File: src/core/lccr_cfg.svh
// Purpose: constants of the lane conditioning configuration bank
// Assumes: 8-bit register addresses carried over the two-wire bus
// Notes:   positions are bit numbers within one 8-bit register
// Notes on behaviour
// - Output bits 4:3 hold pre-emphasis, default 0 dB
// - Control enable low: pre-emphasis from strap pin
// - Output bit 2 read/write, 1 means high impedance
// - Input bit 7: 0 is 13 dB, 1 is 9 dB
// - Control enable low: equalization from strap pin
// - Registers 0x11 to 0x1a read-only, any value
// - First write byte is register address, then data
// - Address advances by one per data byte
`ifndef LCCR_CFG_SVH
`define LCCR_CFG_SVH
`define LCCR_OUT_BASE    8'h00
`define LCCR_IN_BASE     8'h08
`define LCCR_VENDOR_A    8'h10
`define LCCR_VENDOR_LO   8'h11
`define LCCR_VENDOR_HI   8'h1a
`define LCCR_PRE_LSB     3
`define LCCR_HIZ_BIT     2
`define LCCR_EQ_BIT      7
`define LCCR_PRE_RESET   2'h0
`define LCCR_HIZ_RESET   1'h0
`define LCCR_EQ_RESET    1'h0
`define LCCR_ADDR_PREFIX 5'h0b
`define LCCR_VENDOR_READ 8'h00
`define LCCR_BYTE_BITS   4'h8
`define LCCR_LAST_RD_BIT 4'h7
`endif

File: src/core/lccr_pkg.sv
// Purpose: types of the lane conditioning configuration bank
// Assumes: one-hot serial slave states
// Notes:   constants live in lccr_cfg.svh
package lccr_pkg;
  typedef enum logic [5:0] {
    ST_IDLE  = 6'h01,
    ST_ADDR  = 6'h02,
    ST_ACK   = 6'h04,
    ST_WRITE = 6'h08,
    ST_READ  = 6'h10,
    ST_MACK  = 6'h20
  } lccr_state_t;
  typedef enum logic [1:0] {
    PRE_0DB  = 2'h0,
    PRE_3DB  = 2'h1,
    PRE_6DB  = 2'h2,
    PRE_10DB = 2'h3
  } lccr_preemph_t;
endpackage

File: src/core/lccr_top.sv
// Purpose: eight-lane conditioning settings behind a two-wire slave
// Assumes: clk far faster than the serial clock; pins are asynchronous
// Notes:   open-drain data pin split into in, out and enable
`timescale 1ns/100ps
`include "lccr_cfg.svh"
module lccr_top #(
  parameter logic [7:0] VENDOR_READ_VAL = `LCCR_VENDOR_READ  // Arbitrary
) (
  // Clock and reset
  input  wire logic        clk,
  input  wire logic        arst_n,
  // Two-wire bus
  input  wire logic        i2c_scl,
  input  wire logic        i2c_sda_in,
  output logic             i2c_sda_out,
  output logic             i2c_sda_oe_n,
  // Strap and address pins
  input  wire logic [1:0]  slave_addr_pins,
  input  wire logic        reg_ctrl_en,
  input  wire logic [1:0]  preemph_strap_pin,
  input  wire logic        equalizer_strap_pin,
  // Lane settings
  output logic [15:0]      lane_preemph,
  output logic [7:0]       lane_hiz,
  output logic [7:0]       lane_eq_9db
);
  // Synchroniser stages, reset to bus-idle levels
  logic [7:0]              meta_reg;
  logic [7:0]              sync_reg;
  logic                    scl_d_reg;
  logic                    sda_d_reg;
  lccr_pkg::lccr_state_t   state_reg, state_next;
  logic [3:0]              cnt_reg, cnt_next;
  logic [7:0]              sh_reg, sh_next;
  logic [7:0]              ptr_reg, ptr_next;
  logic                    drv_reg, drv_next;
  logic                    rw_reg, rw_next;
  logic                    first_reg, first_next;
  logic                    mack_reg, mack_next;
  logic [7:0][1:0]         pre_reg;
  logic [7:0]              hiz_reg;
  logic [7:0]              eq_reg;

  // Two flops on every pin before any logic looks at it
  always_ff @(posedge clk or negedge arst_n) begin
    if (!arst_n) begin
      meta_reg <= 8'h03;
      sync_reg <= 8'h03;
    end else begin
      meta_reg <= {slave_addr_pins, preemph_strap_pin,
                   equalizer_strap_pin, reg_ctrl_en, i2c_sda_in, i2c_scl};
      sync_reg <= meta_reg;
    end
  end

  wire       scl_s  = sync_reg[0];
  wire       sda_s  = sync_reg[1];
  wire       en_s   = sync_reg[2];
  wire       eq_s   = sync_reg[3];
  wire [1:0] pre_s  = sync_reg[5:4];
  wire [1:0] addr_s = sync_reg[7:6];

  // Edge and bus condition decode on settled samples
  always_ff @(posedge clk or negedge arst_n) begin
    if (!arst_n) begin
      scl_d_reg <= 1'b1;
      sda_d_reg <= 1'b1;
    end else begin
      scl_d_reg <= scl_s;
      sda_d_reg <= sda_s;
    end
  end

  wire scl_rise   = scl_s & ~scl_d_reg;
  wire scl_fall   = ~scl_s & scl_d_reg;
  wire start_cond = scl_s & scl_d_reg & sda_d_reg & ~sda_s;
  wire stop_cond  = scl_s & scl_d_reg & ~sda_d_reg & sda_s;
  wire addr_match = (sh_reg[7:1] == {`LCCR_ADDR_PREFIX, addr_s});

  // Register address decode
  wire [2:0] lane_idx = ptr_reg[2:0];
  wire out_hit  = (ptr_reg < `LCCR_IN_BASE);
  wire in_hit   = (ptr_reg >= `LCCR_IN_BASE) && (ptr_reg < `LCCR_VENDOR_A);
  wire vendor_hit = (ptr_reg >= `LCCR_VENDOR_A)
                    && (ptr_reg <= `LCCR_VENDOR_HI);
  wire byte_end = scl_fall && (cnt_reg == `LCCR_BYTE_BITS);
  wire in_write = (state_reg == lccr_pkg::ST_WRITE);
  wire ptr_load = in_write && byte_end && first_reg;
  wire wr_strobe = in_write && byte_end && !first_reg;

  // Read data; unused lane bits are forced to zero
  wire [7:0] out_byte = (8'({6'h00, pre_reg[lane_idx]}) << `LCCR_PRE_LSB)
                      | (8'({7'h00, hiz_reg[lane_idx]}) << `LCCR_HIZ_BIT);
  wire [7:0] in_byte  = 8'({7'h00, eq_reg[lane_idx]}) << `LCCR_EQ_BIT;
  wire [7:0] rd_byte  = out_hit  ? out_byte :
                        in_hit   ? in_byte  :
                        vendor_hit ? VENDOR_READ_VAL : 8'h00;

  // Serial slave sequencing; start and stop override any state
  always_comb begin
    state_next = state_reg;
    cnt_next   = cnt_reg;
    sh_next    = sh_reg;
    ptr_next   = ptr_reg;
    drv_next   = drv_reg;
    rw_next    = rw_reg;
    first_next = first_reg;
    mack_next  = mack_reg;
    case (state_reg)
      lccr_pkg::ST_ADDR: begin
        if (scl_rise) begin
          sh_next  = {sh_reg[6:0], sda_s};
          cnt_next = cnt_reg + 4'h1;
        end else if (byte_end) begin
          state_next = addr_match ? lccr_pkg::ST_ACK : lccr_pkg::ST_IDLE;
          drv_next   = addr_match;
          rw_next    = sh_reg[0];
          first_next = 1'b1;
        end
      end
      lccr_pkg::ST_ACK: begin
        if (scl_fall) begin
          cnt_next = 4'h0;
          if (rw_reg) begin
            state_next = lccr_pkg::ST_READ;
            sh_next    = rd_byte;
            drv_next   = ~rd_byte[7];
          end else begin
            state_next = lccr_pkg::ST_WRITE;
            drv_next   = 1'b0;
          end
        end
      end
      lccr_pkg::ST_WRITE: begin
        if (scl_rise) begin
          sh_next  = {sh_reg[6:0], sda_s};
          cnt_next = cnt_reg + 4'h1;
        end else if (byte_end) begin
          state_next = lccr_pkg::ST_ACK;
          drv_next   = 1'b1;
          first_next = 1'b0;
          ptr_next   = first_reg ? sh_reg : ptr_reg + 8'h01;
        end
      end
      lccr_pkg::ST_READ: begin
        if (scl_fall) begin
          if (cnt_reg == `LCCR_LAST_RD_BIT) begin
            state_next = lccr_pkg::ST_MACK;
            drv_next   = 1'b0;
            ptr_next   = ptr_reg + 8'h01;
          end else begin
            sh_next  = {sh_reg[6:0], 1'b0};
            cnt_next = cnt_reg + 4'h1;
            drv_next = ~sh_reg[6];
          end
        end
      end
      lccr_pkg::ST_MACK: begin
        // A not-acknowledge ends the read; wait for stop or start
        if (scl_rise) begin
          mack_next = ~sda_s;
        end else if (scl_fall) begin
          state_next = mack_reg ? lccr_pkg::ST_READ : lccr_pkg::ST_IDLE;
          sh_next    = rd_byte;
          drv_next   = mack_reg & ~rd_byte[7];
          cnt_next   = 4'h0;
        end
      end
      lccr_pkg::ST_IDLE: begin
        drv_next = 1'b0;
      end
      default: begin
        state_next = lccr_pkg::ST_IDLE;
        drv_next   = 1'b0;
      end
    endcase
    if (start_cond) begin
      state_next = lccr_pkg::ST_ADDR;
      cnt_next   = 4'h0;
      drv_next   = 1'b0;
    end else if (stop_cond) begin
      state_next = lccr_pkg::ST_IDLE;
      drv_next   = 1'b0;
    end
  end

  // Sequencer state
  always_ff @(posedge clk or negedge arst_n) begin
    if (!arst_n) begin
      state_reg <= lccr_pkg::ST_IDLE;
      cnt_reg   <= 4'h0;
      sh_reg    <= 8'h00;
      ptr_reg   <= 8'h00;
      drv_reg   <= 1'b0;
      rw_reg    <= 1'b0;
      first_reg <= 1'b0;
      mack_reg  <= 1'b0;
    end else begin
      state_reg <= state_next;
      cnt_reg   <= cnt_next;
      sh_reg    <= sh_next;
      ptr_reg   <= ptr_next;
      drv_reg   <= drv_next;
      rw_reg    <= rw_next;
      first_reg <= first_next;
      mack_reg  <= mack_next;
    end
  end

  // Lane control storage; reserved addresses take no write
  always_ff @(posedge clk or negedge arst_n) begin
    if (!arst_n) begin
      pre_reg <= {8{`LCCR_PRE_RESET}};
      hiz_reg <= {8{`LCCR_HIZ_RESET}};
      eq_reg  <= {8{`LCCR_EQ_RESET}};
    end else if (wr_strobe && out_hit) begin
      pre_reg[lane_idx] <= sh_reg[`LCCR_PRE_LSB +: 2];
      hiz_reg[lane_idx] <= sh_reg[`LCCR_HIZ_BIT];
    end else if (wr_strobe && in_hit) begin
      eq_reg[lane_idx] <= sh_reg[`LCCR_EQ_BIT];
    end
  end

  // Effective settings; straps win while register control is off
  always_ff @(posedge clk or negedge arst_n) begin
    if (!arst_n) begin
      lane_preemph <= 16'h0000;
      lane_hiz     <= 8'h00;
      lane_eq_9db  <= 8'h00;
    end else begin
      lane_preemph <= en_s ? pre_reg : {8{pre_s}};
      lane_hiz     <= hiz_reg;
      lane_eq_9db  <= en_s ? eq_reg : {8{eq_s}};
    end
  end

  // Open drain: only ever pulls low
  assign i2c_sda_out  = 1'b0;
  assign i2c_sda_oe_n = ~drv_reg;
endmodule

File: config.mk
export PLATFORM = sky130hd
export DESIGN_NAME = lccr_top
export DESIGN_NICKNAME = d
export VERILOG_FILES = /design/src/core/lccr_pkg.sv /design/src/core/lccr_top.sv
export VERILOG_INCLUDE_DIRS = /design/src /design/src/core
export SDC_FILE = /design/constraint.sdc
export NUM_CORES = 1
export LEC_CHECK = 0
export BUFFER_PORTS_ARGS = -buffer_cell sky130_fd_sc_hd__buf_2
export CORE_AREA = 2 2 107 109
export DETAILED_ROUTE_END_ITERATION = 8
export DIE_AREA = 0 0 109 111
export GPL_TIMING_DRIVEN = 1
export PLACE_DENSITY_LB_ADDON = 0.1
export SLEW_MARGIN = 20
export SYNTH_ARGS = -nofsm -noshare
export SYNTH_HDL_FRONTEND = slang
export SYNTH_SLANG_ARGS = --single-unit
File: constraint.sdc
create_clock -name clk -period 8 [get_ports clk]
set_input_delay 0.4 -clock clk [delete_from_list [all_inputs] [get_ports clk]]
set_output_delay 0.4 -clock clk [all_outputs]
set_load 0.05 [all_outputs]
# == After elaboration in Yosys (flattened, before gate mapping) ==
# Index checks and enable logic that the tools add are counted.
# classes
reduce_logical,22
add_sub_neg,2
order_cmp,5
n_mux,69
eq_ne,35
bitwise_logic,18
# ops
op,count
$mux W8,15
$mux W6,11
$ne A4 B4 Y1 const B,9
$pmux W6 S6,1
$pmux W8 S4,1
$mux W4,6
$ne A2 B2 Y1 const B,11
$mux W1,17
$bwmux W16,1
$bwmux W8,2
$mux W16,1
$pmux W4 S4,1
$pmux W8 S2,1
$reduce_and A8 Y1,2
$reduce_and A5 Y1,3
$ne A3 B3 Y1 const B,4
$mux W5,2
$reduce_and A10 Y1,1
$not A1 Y1,9
$add A8 B1 Y8 const B,1
$and A1 B1 Y1,8
$ge A8 B4 Y1 const B,1
$lt A8 B4 Y1 const B,1
$lt A8 B5 Y1 const B,1
other kinds (31),41
# word_totals
ff_bits,112
elab_cells,176

# == Longest topological paths before layout ==
# logic_depth
word_depth,11
mapped_depth,9
ltp_nobuf,7

# == Worst setup path before layout ==
# No wires, ideal clock.
# synth_timing
path_type,register to register
startpoint,register state_reg[0]
endpoint,register hiz_reg[0]
arrival_ns,2.648
setup_ns,0.125
slack_ns,5.227
path_buffers,3
path_stages_with_launch,9
t_required_ns,7.875
path_cell_list,dfstp_2 buf_6 or4_4 or2_0 buf_2 or4_4 buf_6 or4_4 mux2_4
# synth_between
elab_chain_len,4
# synth_lines
item,line_no,text
start: declaration,lccr_top.sv:32,"lccr_pkg::lccr_state_t state_reg, state_next;"
start signal: assignment,lccr_top.sv:190,state_reg <= lccr_pkg::ST_IDLE;
start signal: assignment,lccr_top.sv:199,state_reg <= state_next;
$eq A6 B4 Y1,lccr_top.sv:87,wire in_write = (state_reg == lccr_pkg::ST_WRITE);
$logic_and A1 B1 Y1 (2 in a row),lccr_top.sv:89,wire wr_strobe = in_write && byte_end && !first_reg;
$logic_and A1 B1 Y1,lccr_top.sv:216,end else if (wr_strobe && out_hit) begin
end signal: assignment,lccr_top.sv:214,hiz_reg <= {8{`LCCR_HIZ_RESET}};
end signal: indexed assignment,lccr_top.sv:218,hiz_reg[lane_idx] <= sh_reg[`LCCR_HIZ_BIT];
end: declaration,lccr_top.sv:41,logic [7:0] hiz_reg;
# Every way passes these cells.
# A chain may end at the register's enable or synchronous reset.

# == Worst setup path after layout ==
# layout_timing
startpoint,register state_reg[4]
endpoint,register sh_reg[3]
# layout_between
elab_chain_len,4
word_cells_on_any_way,16
# layout_lines
item,line_no,text
$eq A6 B4 Y1 / $eq A6 B2 Y1 (equally long branches),lccr_top.sv:109,case (state_reg)
$reduce_or A2 Y1 (no line),n/a,
$ne A2 B1 Y1 (no line) / $reduce_bool A4 Y1 (equally long branches),n/a,
$reduce_and A8 Y1 (no line),n/a,
end signal: assignment,lccr_top.sv:201,sh_reg <= sh_next;
end: declaration,lccr_top.sv:34,"logic [7:0] sh_reg, sh_next;"
# Several ways; a longest one is shown, not always the timed one.

==> flow_metrics.tcl <==
set metrics [dict create \
    num_antenna_cells 0 \
    initialDrtViolationCount 210 \
    core_area_um2 11100 \
    rr_endpoint "sh_reg[3]" \
    synth_adder_area_share_pct 0.969 \
    wl_per_cell_um 16.9 \
    r2r_cells 5 \
    synthSimpleGateAreaFrac_pct 17.0 \
    rrSetupSlack_ns 4.81 \
    portBuffers 42 \
    cts_tree "yes" \
    setup_viol 0 \
    grt_usage_pct 20.3 \
    grt_max_degree 62 \
    combPwrFrac_pct 8.4 \
    cp_max_fo 15 \
    cts_setup_buffers 0 \
    cpPeakStageDelay_ns 0.86 \
    cp_top_family "simple AND/OR/NAND/NOR gates" \
    drtAntennaViolNets 0 \
    htreeDepth 3 \
    drive_gt1_share_pct 23.9 \
    dp_cells 633 \
    slew_headroom_pct 34.5 \
    powerDensity_nw_per_um2 195 \
    synth_xor_area_share_pct 1.53 \
    die-area_um2 12100 \
    p_leak_nw 2.68 \
    hpwl_mm 7.44 \
    ys_ff_latch 112 \
    die_y_um 111 \
    vias 3564 \
    avgViaCountPerCell 5.49 \
    fin_cells 649 \
    drt-total-wl_mm 11.0 \
    grt_overflow 0 \
    fin_setup_tns_ns 0 \
    synth_largest_area_cell "dfrtp_1" \
    synth-compound-area-share_pct 8.99 \
    swShare_pct 25.9 \
    postSynthAreaPerCell_um2 10.8 \
    clk_latency_ns 0.35 \
    antenna_found_initial 0 \
    max_freq_mhz 313 \
    grt_pass1_wl_mm 18.7 \
    crit_path_start_kind "flop" \
    tightest_slew_ns 0.982 \
    area_growth_pct 10.6 \
    finalHoldViolations 0 \
    synth_top_family_by_area "simple AND/OR/NAND/NOR gates" \
    synthDistinctLibCells 63 \
    worst_setup_path_end_kind "flop" \
    synth_area_leaders "dfrtp_1 (51%), mux2_2 (7.2%), nand2_1 (5.1%)" \
    initial_core_util_pct 46.6 \
    syn_inst 480 \
    rsz0062_at_grt "no" \
    path_class "reg -> reg" \
    cpMaxStageDelayCell "nor4b_2" \
    status "complete, no violations" \
    cts_buffers 9 \
    drcViolationCount 0 \
    min_period_over_period_pct 39.9 \
    synthMuxAreaShare_pct 13.0 \
    async_flop_share_pct 100 \
    hold_class "in -> async" \
    vdd_drop_max_mv 0.133 \
    cts_num_sinks 112 \
    utilization_pct 51.6 \
    die_w_um 109 \
    p_int_uw 825 \
    routabilityCongestion 0.850 \
    grt_pass1_vias 3543 \
    power.switching_uw 288 \
    synth_nets 494 \
    ys_warn_count 0 \
    nets 515 \
    cts_buffer_depth 2 \
    seqPwrFrac_pct 53.5 \
    clk_root_buffer_cell "clkbuf_16" \
    critPathBufInv 0 \
    rows 39 \
    num-fill-cells 1012 \
    cp.arrival_ns 3.44 \
    maxSlewViolCount 0 \
    finalWorstPathRequiredPeriod_ns 3.19 \
    seq_area_frac_synth_pct 54.4 \
    fin_skew_ns 0.00855 \
    synth_top_area_share_pct 50.9 \
    cts_resized 0 \
    syn-cell-area_um2 5160 \
    rr_startpoint "state_reg[4]" \
    clkTransAtPathRegs_ns 0.07 \
    drt-pass1-iter-count 4 \
    cap_violations 0 \
    synth_edf_count 0 \
    clkPwrFrac_pct 38.1 \
    crit_chain "or4_4, or3b_2, o311a_1, nor4b_2, mux2_2" \
    cp.required_ns 8.24 \
    dominantRegCellSynth "dfrtp_1" \
    num_io_pins 44 \
    holdBufCountCts 0 \
]
[kinds of logic (layout without fill, tap and decap cells)]
logic type	after synthesis	count (layout)
adder cells (fa/ha/maj)	4	4
multiplexers	56	56
AO/OA/AOI/OAI	72	72
AND/OR/NAND/NOR	176	176
flip-flops	112	112
XOR/XNOR	9	9
buffers and inverters	50	76
other	1	1
[Yosys cell counts (3+ instances only)]
library cell / number
a21oi_1: 19
a22o_1: 3
and3_1: 3
clkbuf_1: 28
dfrtp_1: 105
dfstp_2: 7
ha_1: 4
inv_1: 15
mux2_2: 33
mux2_4: 3
mux2i_1: 14
mux4_2: 4
nand2_1: 70
nand2b_1: 12
nand3_1: 12
nand4_1: 4
nand4b_1: 3
nor2_1: 29
nor2b_1: 4
nor3_1: 9
nor4_1: 4
o211ai_1: 3
o21ai_0: 19
o22ai_1: 5
o41ai_1: 3
or2_2: 4
or4_1: 5
or4_4: 3
xor2_1: 7
[through the flow]
step           power (mW)  area (um2)  hold WS (ns)  setup WS [ns]
4_1_cts              1.13        5710         0.121           4.78
6_report             1.11        5710         0.131           4.81
3_5_place_dp        0.701        5430         0.335           4.80
3_3_place_gp        0.701        5430         0.332           4.83
5_1_grt              1.17        5710         0.110           4.67
2_1_floorplan       0.672        5160         0.104           5.23
[area by class of cell]
type                            instances  area (um2)  share of cell area [%]
Timing Repair Buffer                   45         235                    4.12
Inverter                               15        56.3                   0.986
Clock inverter                          6        51.3                   0.898
Tap cell                              143         179                    3.13
Multi-Input combinational cell        318        2150                    37.6
Sequential cell                       112        2810                    49.2
Clock buffer                           10         229                    4.01
[metal layers]
layer	share of wire (%)	global-route usage [%]
met5	0	0
met4	0.75	4.70
met3	5.3	5.70
met2	44	28.4
met1	50	31.1
[placed cells by master (no fill, tap or decap), types with 9 or more instances in the layout]
master / count
nand2b_1: 12
o21ai_0: 18
nor2_1: 29
dfrtp_1: 105
mux2_2: 33
nor3_1: 9
inv_1: 15
mux2i_1: 14
nand3_1: 12
buf_2: 41
clkbuf_16: 9
a21oi_1: 19
nand2_1: 70
[how the worst max path moves through the flow]
stage                       from          to  slack, ns  depth (start not counted)
floorplan           state_reg[0]  hiz_reg[0]       5.23                          8
global placement    state_reg[4]   sh_reg[7]       4.83                          5
detailed placement  state_reg[4]   sh_reg[4]       4.80                          5
CTS                 state_reg[4]   sh_reg[3]       4.78                          5
global route        state_reg[4]   sh_reg[2]       4.67                          5
finish              state_reg[4]   sh_reg[3]       4.81                          5
[power groups by stage]
stage	clock (mW)	sequential (mW)	combinational [mW]
after floorplan	0	0.623	0.0491
after global placement	0	0.606	0.0943
after detailed placement	0	0.607	0.0940
after CTS	0.442	0.596	0.0943
after global routing	0.465	0.599	0.103
final	0.425	0.596	0.0933
Note: power is estimated with default switching activity, not from simulation.
